===== src/common/fpet_pkg.sv =====
// Constants, states and register map of the flash program/erase sequencer.
// Assumes a 40 MHz system clock; all waits are counted in its cycles.
//
// How it works
// - Wait at least 10 us after write gate before any setup bit.
// - Wait at least 50 us after program setup before program pulse.
// - Program pulse lasts 150 us on attempts 1-4, 500 us after.
// - Wait at least 10 us after pulse clear before setup clear.
// - Wait at least 10 us after setup clear before program verify.
// - Wait at least 4 us after program verify before dummy write.
// - Wait at least 2 us after the all-ones dummy write before readback.
// - Wait at least 4 us after program verify clear before moving on.
// - At most 403 program attempts per 32-byte unit, then report failure.
// - Wait at least 200 us after erase setup before erase pulse.
// - Each erase pulse lasts 5 ms or 10 ms.
// - Wait at least 10 us after erase pulse clear before setup clear.
// - Wait at least 10 us after erase setup clear before erase verify.
// - Wait 20 us after erase verify, dummy write, then 2 us to readback.
// - Wait at least 5 us after erase verify clear before moving on.
// - Erase retries: 60 with 5 ms pulse, 30 with 10 ms pulse.

package fpet_pkg;

  localparam int CLK_NS = 25;
  localparam int TW = 20;
  localparam int TRYW = 9;

  // Times in their own unit
  localparam int T_GATE_US = 10;
  localparam int T_PSU_US = 50;
  localparam int T_PP_SHORT_US = 150;
  localparam int T_PP_LONG_US = 500;
  localparam int T_P_REC_US = 10;
  localparam int T_PSU_REC_US = 10;
  localparam int T_PV_US = 4;
  localparam int T_DUMMY_US = 2;
  localparam int T_PV_REC_US = 4;
  localparam int T_ESU_US = 200;
  localparam int T_EP_SHORT_MS = 5;
  localparam int T_EP_LONG_MS = 10;
  localparam int T_E_REC_US = 10;
  localparam int T_ESU_REC_US = 10;
  localparam int T_EV_US = 20;
  localparam int T_EV_REC_US = 5;

  // Cycle counts, rounded up except the erase pulse counts, which are truncated
  localparam int GATE_CYC = (T_GATE_US * 1000 + CLK_NS - 1) / CLK_NS;
  localparam int PSU_CYC = (T_PSU_US * 1000 + CLK_NS - 1) / CLK_NS;
  localparam int PP_SHORT_CYC = (T_PP_SHORT_US * 1000 + CLK_NS - 1) / CLK_NS;
  localparam int PP_LONG_CYC = (T_PP_LONG_US * 1000 + CLK_NS - 1) / CLK_NS;
  localparam int P_REC_CYC = (T_P_REC_US * 1000 + CLK_NS - 1) / CLK_NS;
  localparam int PSU_REC_CYC = (T_PSU_REC_US * 1000 + CLK_NS - 1) / CLK_NS;
  localparam int PV_CYC = (T_PV_US * 1000 + CLK_NS - 1) / CLK_NS;
  localparam int DUMMY_CYC = (T_DUMMY_US * 1000 + CLK_NS - 1) / CLK_NS;
  localparam int PV_REC_CYC = (T_PV_REC_US * 1000 + CLK_NS - 1) / CLK_NS;
  localparam int ESU_CYC = (T_ESU_US * 1000 + CLK_NS - 1) / CLK_NS;
  localparam int EP_SHORT_CYC = (T_EP_SHORT_MS * 1000000) / CLK_NS;
  localparam int EP_LONG_CYC = (T_EP_LONG_MS * 1000000) / CLK_NS;
  localparam int E_REC_CYC = (T_E_REC_US * 1000 + CLK_NS - 1) / CLK_NS;
  localparam int ESU_REC_CYC = (T_ESU_REC_US * 1000 + CLK_NS - 1) / CLK_NS;
  localparam int EV_CYC = (T_EV_US * 1000 + CLK_NS - 1) / CLK_NS;
  localparam int EV_REC_CYC = (T_EV_REC_US * 1000 + CLK_NS - 1) / CLK_NS;
  localparam int SYNC_CYC = 3;

  // Attempt limits
  localparam int PROG_MAX_TRY = 403;
  localparam int PROG_SHORT_TRIES = 4;
  localparam int ERASE_TRY_SHORT = 60;
  localparam int ERASE_TRY_LONG = 30;

  // Register map, byte addresses
  localparam logic [7:0] ADDR_CTRL = 8'h00;
  localparam logic [7:0] ADDR_EXPECT = 8'h04;
  localparam logic [7:0] ADDR_STATUS = 8'h08;
  localparam int CTRL_PROG_BIT = 0;
  localparam int CTRL_ERASE_BIT = 1;
  localparam int CTRL_ELONG_BIT = 4;
  localparam int ST_BUSY_BIT = 0;
  localparam int ST_DONE_BIT = 1;
  localparam int ST_FAIL_BIT = 2;
  localparam int ST_TRY_LSB = 16;
  localparam logic [7:0] ERASED_VAL = 8'hFF;

  typedef enum logic [3:0] {
    S_IDLE, S_GATE, S_SETUP, S_PULSE, S_PULSE_OFF, S_SETUP_OFF,
    S_VFY_ON, S_DUMMY, S_READ, S_VFY_OFF
  } fpet_state_e;

endpackage : fpet_pkg


===== src/core/fpet_seq.sv =====
// Flash program/erase sequencer driving the array control pins.
// Assumes software reaches it over APB with zero wait states and that
// the 32 data bytes are already loaded into the array before a start.
`timescale 1ns/1ps
`default_nettype none

module fpet_seq #(
  parameter int ESU_CYC = fpet_pkg::ESU_CYC,
  parameter int PP_SHORT_CYC = fpet_pkg::PP_SHORT_CYC,
  parameter int PP_LONG_CYC = fpet_pkg::PP_LONG_CYC,
  parameter int EP_SHORT_CYC = fpet_pkg::EP_SHORT_CYC,
  parameter int EP_LONG_CYC = fpet_pkg::EP_LONG_CYC,
  parameter int PROG_MAX_TRY = fpet_pkg::PROG_MAX_TRY,
  parameter int ERASE_TRY_SHORT = fpet_pkg::ERASE_TRY_SHORT,
  parameter int ERASE_TRY_LONG = fpet_pkg::ERASE_TRY_LONG
) (
  input wire logic ref_clk_in,
  input wire logic rstn_in,
  input wire logic [7:0] paddr_in,
  input wire logic psel_in,
  input wire logic penable_in,
  input wire logic pwrite_in,
  input wire logic [31:0] pwdata_in,
  output logic [31:0] prdata_out,
  output logic pready_out,
  output logic pslverr_out,
  output logic flash_write_gate_out,
  output logic program_setup_out,
  output logic program_pulse_out,
  output logic program_verify_out,
  output logic erase_setup_out,
  output logic erase_pulse_out,
  output logic erase_verify_out,
  output logic dummy_write_out,
  output logic verify_read_out,
  input wire logic [7:0] verify_data_in
);

  localparam int TW = fpet_pkg::TW;
  localparam int TRYW = fpet_pkg::TRYW;

  typedef struct packed {
    fpet_pkg::fpet_state_e st;
    logic erase;
    logic elong;
    logic [7:0] expect_val;
    logic [TRYW-1:0] tries;
    logic done;
    logic fail;
    logic vpass;
    logic gate;
    logic program_setup;
    logic pp;
    logic pv;
    logic erase_setup;
    logic ep;
    logic ev;
    logic dwr;
    logic vrd;
    logic [7:0] s1;
    logic [7:0] s2;
    logic [7:0] s3;
    logic [31:0] prdata;
    logic [TW-1:0] age;
    logic [TW-1:0] age2;
  } fpet_seq_s;

  fpet_seq_s seq_reg;
  fpet_seq_s seq_next;

  logic tmr_load;
  logic [TW-1:0] tmr_len;
  logic tmr_exp;
  logic apb_wr;
  logic apb_map;
  logic go_prog;
  logic go_erase;
  logic [TRYW-1:0] try_max;
  logic [6:0] ctl_now;

  fpet_wait_timer #(
    .W(TW)
  ) u_timer (
    .ref_clk_in(ref_clk_in),
    .rstn_in(rstn_in),
    .load_in(tmr_load),
    .len_in(tmr_len),
    .expired_out(tmr_exp)
  );

  assign apb_wr = psel_in && penable_in && pwrite_in;
  assign apb_map = (paddr_in == fpet_pkg::ADDR_CTRL) ||
                   (paddr_in == fpet_pkg::ADDR_EXPECT) ||
                   (paddr_in == fpet_pkg::ADDR_STATUS);
  assign go_prog = apb_wr && (paddr_in == fpet_pkg::ADDR_CTRL) &&
                   pwdata_in[fpet_pkg::CTRL_PROG_BIT];
  assign go_erase = apb_wr && (paddr_in == fpet_pkg::ADDR_CTRL) &&
                    pwdata_in[fpet_pkg::CTRL_ERASE_BIT];
  assign try_max = seq_reg.erase ?
                   (seq_reg.elong ? TRYW'(ERASE_TRY_LONG) :
                    TRYW'(ERASE_TRY_SHORT)) : TRYW'(PROG_MAX_TRY);

  always_comb begin
    seq_next = seq_reg;
    seq_next.dwr = 1'b0;
    seq_next.vrd = 1'b0;
    seq_next.s1 = verify_data_in;
    seq_next.s2 = seq_reg.s1;
    seq_next.s3 = seq_reg.s2;
    // Read data prepared in the setup cycle
    if (psel_in && !penable_in && !pwrite_in) begin
      case (paddr_in)
        fpet_pkg::ADDR_CTRL: begin
          seq_next.prdata = 32'h0;
          seq_next.prdata[fpet_pkg::CTRL_ELONG_BIT] = seq_reg.elong;
        end
        fpet_pkg::ADDR_EXPECT: begin
          seq_next.prdata = {24'h0, seq_reg.expect_val};
        end
        fpet_pkg::ADDR_STATUS: begin
          seq_next.prdata = 32'h0;
          seq_next.prdata[fpet_pkg::ST_BUSY_BIT] =
            (seq_reg.st != fpet_pkg::S_IDLE);
          seq_next.prdata[fpet_pkg::ST_DONE_BIT] = seq_reg.done;
          seq_next.prdata[fpet_pkg::ST_FAIL_BIT] = seq_reg.fail;
          seq_next.prdata[fpet_pkg::ST_TRY_LSB +: TRYW] = seq_reg.tries;
        end
        default: begin
          seq_next.prdata = 32'h0;
        end
      endcase
    end
    // Write one clears done/fail; later FSM set wins
    if (apb_wr && paddr_in == fpet_pkg::ADDR_STATUS) begin
      if (pwdata_in[fpet_pkg::ST_DONE_BIT]) begin
        seq_next.done = 1'b0;
      end
      if (pwdata_in[fpet_pkg::ST_FAIL_BIT]) begin
        seq_next.fail = 1'b0;
      end
    end
    if (seq_reg.st == fpet_pkg::S_IDLE && apb_wr) begin
      if (paddr_in == fpet_pkg::ADDR_EXPECT) begin
        seq_next.expect_val = pwdata_in[7:0];
      end
      if (paddr_in == fpet_pkg::ADDR_CTRL) begin
        seq_next.elong = pwdata_in[fpet_pkg::CTRL_ELONG_BIT];
      end
    end
    case (seq_reg.st)
      fpet_pkg::S_IDLE: begin
        if (go_prog || go_erase) begin
          seq_next.erase = !go_prog;
          seq_next.tries = '0;
          seq_next.done = 1'b0;
          seq_next.fail = 1'b0;
          seq_next.gate = 1'b1;
          seq_next.st = fpet_pkg::S_GATE;
        end
      end
      fpet_pkg::S_GATE: begin
        if (tmr_exp) begin
          seq_next.program_setup = !seq_reg.erase;
          seq_next.erase_setup = seq_reg.erase;
          seq_next.tries = seq_reg.tries + TRYW'(1);
          seq_next.st = fpet_pkg::S_SETUP;
        end
      end
      fpet_pkg::S_SETUP: begin
        if (tmr_exp) begin
          seq_next.pp = !seq_reg.erase;
          seq_next.ep = seq_reg.erase;
          seq_next.st = fpet_pkg::S_PULSE;
        end
      end
      fpet_pkg::S_PULSE: begin
        if (tmr_exp) begin
          seq_next.pp = 1'b0;
          seq_next.ep = 1'b0;
          seq_next.st = fpet_pkg::S_PULSE_OFF;
        end
      end
      fpet_pkg::S_PULSE_OFF: begin
        if (tmr_exp) begin
          seq_next.program_setup = 1'b0;
          seq_next.erase_setup = 1'b0;
          seq_next.st = fpet_pkg::S_SETUP_OFF;
        end
      end
      fpet_pkg::S_SETUP_OFF: begin
        if (tmr_exp) begin
          seq_next.pv = !seq_reg.erase;
          seq_next.ev = seq_reg.erase;
          seq_next.st = fpet_pkg::S_VFY_ON;
        end
      end
      fpet_pkg::S_VFY_ON: begin
        if (tmr_exp) begin
          seq_next.dwr = 1'b1;
          seq_next.st = fpet_pkg::S_DUMMY;
        end
      end
      fpet_pkg::S_DUMMY: begin
        if (tmr_exp) begin
          seq_next.vrd = 1'b1;
          seq_next.st = fpet_pkg::S_READ;
        end
      end
      fpet_pkg::S_READ: begin
        // block verify compare
        // Sample once the synchronised data is stable
        if (tmr_exp && seq_reg.s2 == seq_reg.s3) begin
          seq_next.vpass = seq_reg.erase ?
                           (seq_reg.s3 == fpet_pkg::ERASED_VAL) :
                           (seq_reg.s3 == seq_reg.expect_val);
          seq_next.pv = 1'b0;
          seq_next.ev = 1'b0;
          seq_next.st = fpet_pkg::S_VFY_OFF;
        end
      end
      fpet_pkg::S_VFY_OFF: begin
        if (tmr_exp) begin
          if (seq_reg.vpass) begin
            seq_next.gate = 1'b0;
            seq_next.done = 1'b1;
            seq_next.st = fpet_pkg::S_IDLE;
          end else if (seq_reg.tries >= try_max) begin
            seq_next.gate = 1'b0;
            seq_next.fail = 1'b1;
            seq_next.st = fpet_pkg::S_IDLE;
          end else begin
            seq_next.program_setup = !seq_reg.erase;
            seq_next.erase_setup = seq_reg.erase;
            seq_next.tries = seq_reg.tries + TRYW'(1);
            seq_next.st = fpet_pkg::S_SETUP;
          end
        end
      end
      default: begin
        seq_next.st = fpet_pkg::S_IDLE;
      end
    endcase
    // Cycles since last level change of the control pins
    if ({seq_next.gate, seq_next.program_setup, seq_next.pp, seq_next.pv,
         seq_next.erase_setup, seq_next.ep, seq_next.ev} != ctl_now) begin
      seq_next.age = TW'(1);
    end else if (seq_reg.age != '1) begin
      seq_next.age = seq_reg.age + TW'(1);
    end
    if (seq_next.dwr) begin
      seq_next.age2 = TW'(1);
    end else if (seq_reg.age2 != '1) begin
      seq_next.age2 = seq_reg.age2 + TW'(1);
    end
  end

  assign ctl_now = {seq_reg.gate, seq_reg.program_setup, seq_reg.pp, seq_reg.pv,
                    seq_reg.erase_setup, seq_reg.ep, seq_reg.ev};

  always_comb begin
    tmr_load = (seq_next.st != seq_reg.st);
    case (seq_next.st)
      fpet_pkg::S_GATE: tmr_len = TW'(fpet_pkg::GATE_CYC);
      fpet_pkg::S_SETUP: begin
        tmr_len = seq_next.erase ? TW'(ESU_CYC) : TW'(fpet_pkg::PSU_CYC);
      end
      fpet_pkg::S_PULSE: begin
        if (seq_next.erase) begin
          tmr_len = seq_next.elong ? TW'(EP_LONG_CYC) : TW'(EP_SHORT_CYC);
        end else if (seq_next.tries <= TRYW'(fpet_pkg::PROG_SHORT_TRIES)) begin
          tmr_len = TW'(PP_SHORT_CYC);
        end else begin
          tmr_len = TW'(PP_LONG_CYC);
        end
      end
      fpet_pkg::S_PULSE_OFF: begin
        tmr_len = seq_next.erase ? TW'(fpet_pkg::E_REC_CYC) :
                  TW'(fpet_pkg::P_REC_CYC);
      end
      fpet_pkg::S_SETUP_OFF: begin
        tmr_len = seq_next.erase ? TW'(fpet_pkg::ESU_REC_CYC) :
                  TW'(fpet_pkg::PSU_REC_CYC);
      end
      fpet_pkg::S_VFY_ON: begin
        tmr_len = seq_next.erase ? TW'(fpet_pkg::EV_CYC) :
                  TW'(fpet_pkg::PV_CYC);
      end
      fpet_pkg::S_DUMMY: tmr_len = TW'(fpet_pkg::DUMMY_CYC);
      fpet_pkg::S_READ: tmr_len = TW'(fpet_pkg::SYNC_CYC);
      fpet_pkg::S_VFY_OFF: begin
        tmr_len = seq_next.erase ? TW'(fpet_pkg::EV_REC_CYC) :
                  TW'(fpet_pkg::PV_REC_CYC);
      end
      default: tmr_len = TW'(1);
    endcase
  end

  always_ff @(posedge ref_clk_in or negedge rstn_in) begin
    if (!rstn_in) begin
      seq_reg <= '0;
    end else begin
      seq_reg <= seq_next;
    end
  end

  assign prdata_out = seq_reg.prdata;
  assign pready_out = 1'b1;
  assign pslverr_out = psel_in && penable_in && !apb_map;
  assign flash_write_gate_out = seq_reg.gate;
  assign program_setup_out = seq_reg.program_setup;
  assign program_pulse_out = seq_reg.pp;
  assign program_verify_out = seq_reg.pv;
  assign erase_setup_out = seq_reg.erase_setup;
  assign erase_pulse_out = seq_reg.ep;
  assign erase_verify_out = seq_reg.ev;
  assign dummy_write_out = seq_reg.dwr;
  assign verify_read_out = seq_reg.vrd;
endmodule : fpet_seq
`default_nettype wire


===== src/core/fpet_wait_timer.sv =====
// Down counter for sequencer waits: expired goes high len cycles after load.
// Assumes len is at least one and is held only in the load cycle.
`timescale 1ns/1ps
`default_nettype none

module fpet_wait_timer #(
  parameter int W = 20
) (
  input wire logic ref_clk_in,
  input wire logic rstn_in,
  input wire logic load_in,
  input wire logic [W-1:0] len_in,
  output logic expired_out
);

  typedef struct packed {
    logic [W-1:0] cnt;
  } fpet_tmr_s;

  fpet_tmr_s tmr_reg;
  fpet_tmr_s tmr_next;

  always_comb begin
    tmr_next = tmr_reg;
    if (load_in) begin
      tmr_next.cnt = len_in - W'(1);
    end else if (tmr_reg.cnt != '0) begin
      tmr_next.cnt = tmr_reg.cnt - W'(1);
    end
  end

  always_ff @(posedge ref_clk_in or negedge rstn_in) begin
    if (!rstn_in) begin
      tmr_reg <= '0;
    end else begin
      tmr_reg <= tmr_next;
    end
  end

  assign expired_out = (tmr_reg.cnt == '0);

endmodule : fpet_wait_timer
`default_nettype wire


===== config.mk =====
export PLATFORM = sky130hd
export DESIGN_NAME = fpet_seq
export DESIGN_NICKNAME = d
export VERILOG_FILES = /design/src/common/fpet_pkg.sv /design/src/core/fpet_seq.sv /design/src/core/fpet_wait_timer.sv
export SDC_FILE = /design/constraint.sdc
export NUM_CORES = 1
export LEC_CHECK = 0
export BUFFER_PORTS_ARGS = -buffer_cell sky130_fd_sc_hd__buf_2
export CORE_MARGIN = 3
export CORE_UTILIZATION = 45
export CTS_BUF_LIST = sky130_fd_sc_hd__clkbuf_16
export CTS_CLUSTER_SIZE = 40
export DETAILED_ROUTE_END_ITERATION = 12
export GPL_TIMING_DRIVEN = 0
export PLACE_DENSITY = 0.63
export SLEW_MARGIN = 0
export SYNTH_ARGS = -nofsm -noshare
export SYNTH_HDL_FRONTEND = slang
export SYNTH_SLANG_ARGS = --single-unit

===== constraint.sdc =====
create_clock -name ref_clk_in -period 5.95 [get_ports ref_clk_in]
set_clock_uncertainty 0.1 [all_clocks]
set_input_delay 1.785 -clock ref_clk_in [delete_from_list [all_inputs] [get_ports ref_clk_in]]
set_output_delay 1.785 -clock ref_clk_in [all_outputs]
set_load 0.005 [all_outputs]

==> flow_summary.yaml <==
sta:
  slew_headroom: 0.110
  final-max-slew-violation-count: 0
  timing.final.crit_share: 0.953
  fin_hold_ws_ns: 0.253
  finalSetupViolCount: 0
  worstMarginPinSlew_ns: 1.32
  hold_viol_final: 0
  max_freq_mhz: 176
  rsz0062_at_grt: "false"
  period_minus_slack_ns: 5.67
grt:
  grt_usage: 0.231
  grt_pass1_vias: 4997
  grt_max_degree: 66
  overflow: 0
  grt_pass1_wl_um: 26800
  antenna_found_initial: 0
synthesis:
  synth_cells: 642
  seq_area_frac_synth: 0.402
  synth_ff_type: "dfrtp_1"
  synth-edff-count: 0
  synthDistinctLibCells: 80
  syn_avg_cell_area_um2: 9.30
  yosys_warnings: 0
  synth_area_um2: 5970
  synth_seq_cells: 96
  async_reset_ff_frac: 1.00
critical_path:
  worstPathArrival_ns: 5.84
  endpoint_kind: "flip-flop"
  path_delay_family: "simple AND/OR/NAND/NOR gates"
  cp_slowest_cell: "nor4b_4"
  critPathBufInv: 3
  path_common_cell: "nand3_1"
  crit_fanout: 19
  startpoint_type: "input port"
  worstPathRequired_ns: 6.12
  critical_path_class: "input port to flip-flop"
  critPathMaxStageDelay_ns: 0.44
  cp_cell_sequence: "buf_2, nor4_2, nand3_1, nor4b_4, o41ai_2, and2_1, buf_2, a21oi_1, ha_1, nor4b_1, nand3_1, o31a_1, or2_1, clkbuf_1, nor4_4, nand3_1, a211oi_2"
power:
  p_leak_nw: 3.01
  combinationalPowerShare: 0.044
  sw_frac_of_total: 0.257
  p_sw_w: 0.000342
  internal_power_w: 0.000990
  clkPwrFrac: 0.456
  seq_power_share: 0.501
  irDropWorstVdd_mv: 0.141
  p_per_area_nw_per_um2: 194
clocking:
  cts_made_buffers: 9
  cts_tree: "yes"
  clock_sinks: 96
  clk_pin_slew_ns: 0.08
  htree_levels: 3
  clk_latency_ns: 0.36
  cts-root-buf: "clkbuf_16"
  ctsLongestPathBuffers: 2
place:
  gp_congestion: 0.937
  dp_hpwl_um: 12500
  post_dp_cell_area_um2: 6540
  portBuffers: 54
die:
  fp.dieH_um: 121
  core-area_um2: 12800
  rows: 41
  io_pins: 96
  die_area_um2: 14700
  dieWidth_um: 121
  start_util: 0.467
layout:
  largest_reg_flops: 34
  antennaDiodeCount: 0
  fin_nets: 784
  final_area_um2: 6880
  syn_to_final_growth_pct: 15.3
  drive_above_1_share: 0.208
  utilization: 0.539
drt:
  drt-vias-per-instance: 5.96
  postRouteAntennaNets: 0
  drt_wl_total_um: 16500
  vias: 5359
  routedWlPerCell_um: 18.4
  drc: 0
  drt_iter0_markers: 542
  drt_first_pass_iters: 5
worst_hold_path:
  worstHoldPathType: "flip-flop to flip-flop"
flow_run:
  cap_violations: 0
status:
  outcome: "completed"
## what timing repair did
action	CTS	global route
endpoints found under the hold margin	0	0
buffers inserted	1	0
endpoints found under the setup margin	3	6
hold buffers	0	0
pin swaps	1	0
gates resized for setup	1	9
gates cloned	0	0
## synthesized netlist by cell type, drive strengths merged, types with 3 or more instances
master | n | area (um2)
dfrtp | 96 | 2400
nand2 | 51 | 191
nor2 | 50 | 188
buf | 41 | 288
o21ai | 35 | 179
a21oi | 30 | 150
nand3 | 24 | 120
clkbuf | 23 | 86.3
nor3 | 22 | 115
a22o | 19 | 166
nor4 | 19 | 155
o31ai | 16 | 120
xnor2 | 15 | 131
inv | 12 | 50.1
mux2 | 12 | 135
nand2b | 11 | 68.8
and3 | 10 | 62.6
a31oi | 9 | 71.3
ha | 9 | 113
o211ai | 9 | 67.6
mux2i | 8 | 80.1
a21o | 7 | 52.6
or4 | 7 | 56.3
xor2 | 7 | 61.3
a22oi | 6 | 45.0
a32oi | 5 | 43.8
nand3b | 5 | 50.1
nand4 | 5 | 31.3
nor2b | 5 | 31.3
nor4b | 5 | 80.1
or2 | 5 | 31.3
a211oi | 4 | 35.0
o32ai | 4 | 35.0
o41ai | 4 | 42.6
or3 | 4 | 25.0
or3b | 4 | 35.0
a2111o | 3 | 33.8
a21boi | 3 | 22.5
and2 | 3 | 18.8
and4 | 3 | 26.3
o21a | 3 | 22.5
o31a | 3 | 26.3
## kinds of logic after synthesis
logic type,share of synthesized area
compound gates,0.214
xor+xnor,0.0323
fa+ha+maj,0.0189
buf+inv,0.0717
flops,0.402
mux,0.0361
other cells,0.00126
simple gates,0.223
## power groups by stage
stage          Combinational, W  Sequential [W]  Clock, W
4_1_cts               0.0000589        0.000667  0.000619
3_3_place_gp          0.0000546        0.000680         0
5_1_grt               0.0000663        0.000668  0.000650
2_1_floorplan         0.0000278        0.000679         0
3_5_place_dp          0.0000583        0.000680         0
6_report              0.0000586        0.000667  0.000607
## layout make-up
class,instances,area [um2]
Buffer,63,373
Clock buffer,9,225
Clock inverter,7,93.8
Fill cell,1205,5890
Inverter,13,53.8
Multi-Input combinational cell,483,3210
Sequential cell,96,2400
Tap cell,172,215
Timing Repair Buffer,56,308
## placed cells by master, fill, tap and decap left out, drive strengths merged, types with 7 or more instances in the layout
master and count:
a21o 7, a21oi 30, a22o 19, a31oi 9, and3 10, buf 98, clkbuf 30, conb 16
dfrtp 96, ha 9, inv 15, mux2 12, mux2i 8, nand2 51, nand2b 11, nand3 24
nor2 50, nor3 22, nor4 19, o211ai 9, o21ai 35, o31ai 16, or4 7, xnor2 15
xor2 7
## layer usage
metal	vias up	GRT usage	share of wire
met1	2609	0.320	0.46
met5	-	0	0
met2	191	0.373	0.47
met3	32	0.0308	0.051
li1	2527	-	-
met4	0	0.0847	0.025
## path summary, 6_finish.rpt
kind	end	cells past startpoint	slack, ns	start
max reg2reg	u_timer.tmr_reg[16]$_DFFE_PN0P_	20	0.50	seq_reg[126]$_DFF_PN0_
min in group asynchronous	prdata_out[2]$_DFFE_PN0P_	1	1.25	rstn_in
min	seq_next[79]$_DFF_PN0_	0	0.25	seq_next[87]$_DFF_PN0_
max	u_timer.tmr_reg[16]$_DFFE_PN0P_	17	0.28	paddr_in[1]
min reg2reg	seq_next[79]$_DFF_PN0_	0	0.25	seq_next[87]$_DFF_PN0_
max in group asynchronous	u_timer.tmr_reg[6]$_DFFE_PN0P_	2	3.83	rstn_in
## per-stage QoR
| stage | power (W) | setup TNS, ns | setup WS (ns) | std cells |
|---|---|---|---|---|
| floorplan | 0.000706 | 0 | 0.528 | 656 |
| global placement | 0.000734 | -1.78 | -0.449 | 882 |
| detailed placement | 0.000738 | -2.55 | -0.598 | 883 |
| CTS | 0.00135 | 0 | 0.126 | 899 |
| global route | 0.00138 | 0 | 0.0426 | 899 |
| finish | 0.00133 | 0 | 0.282 | 899 |
No activity file was read; power rests on OpenSTA's default activity.
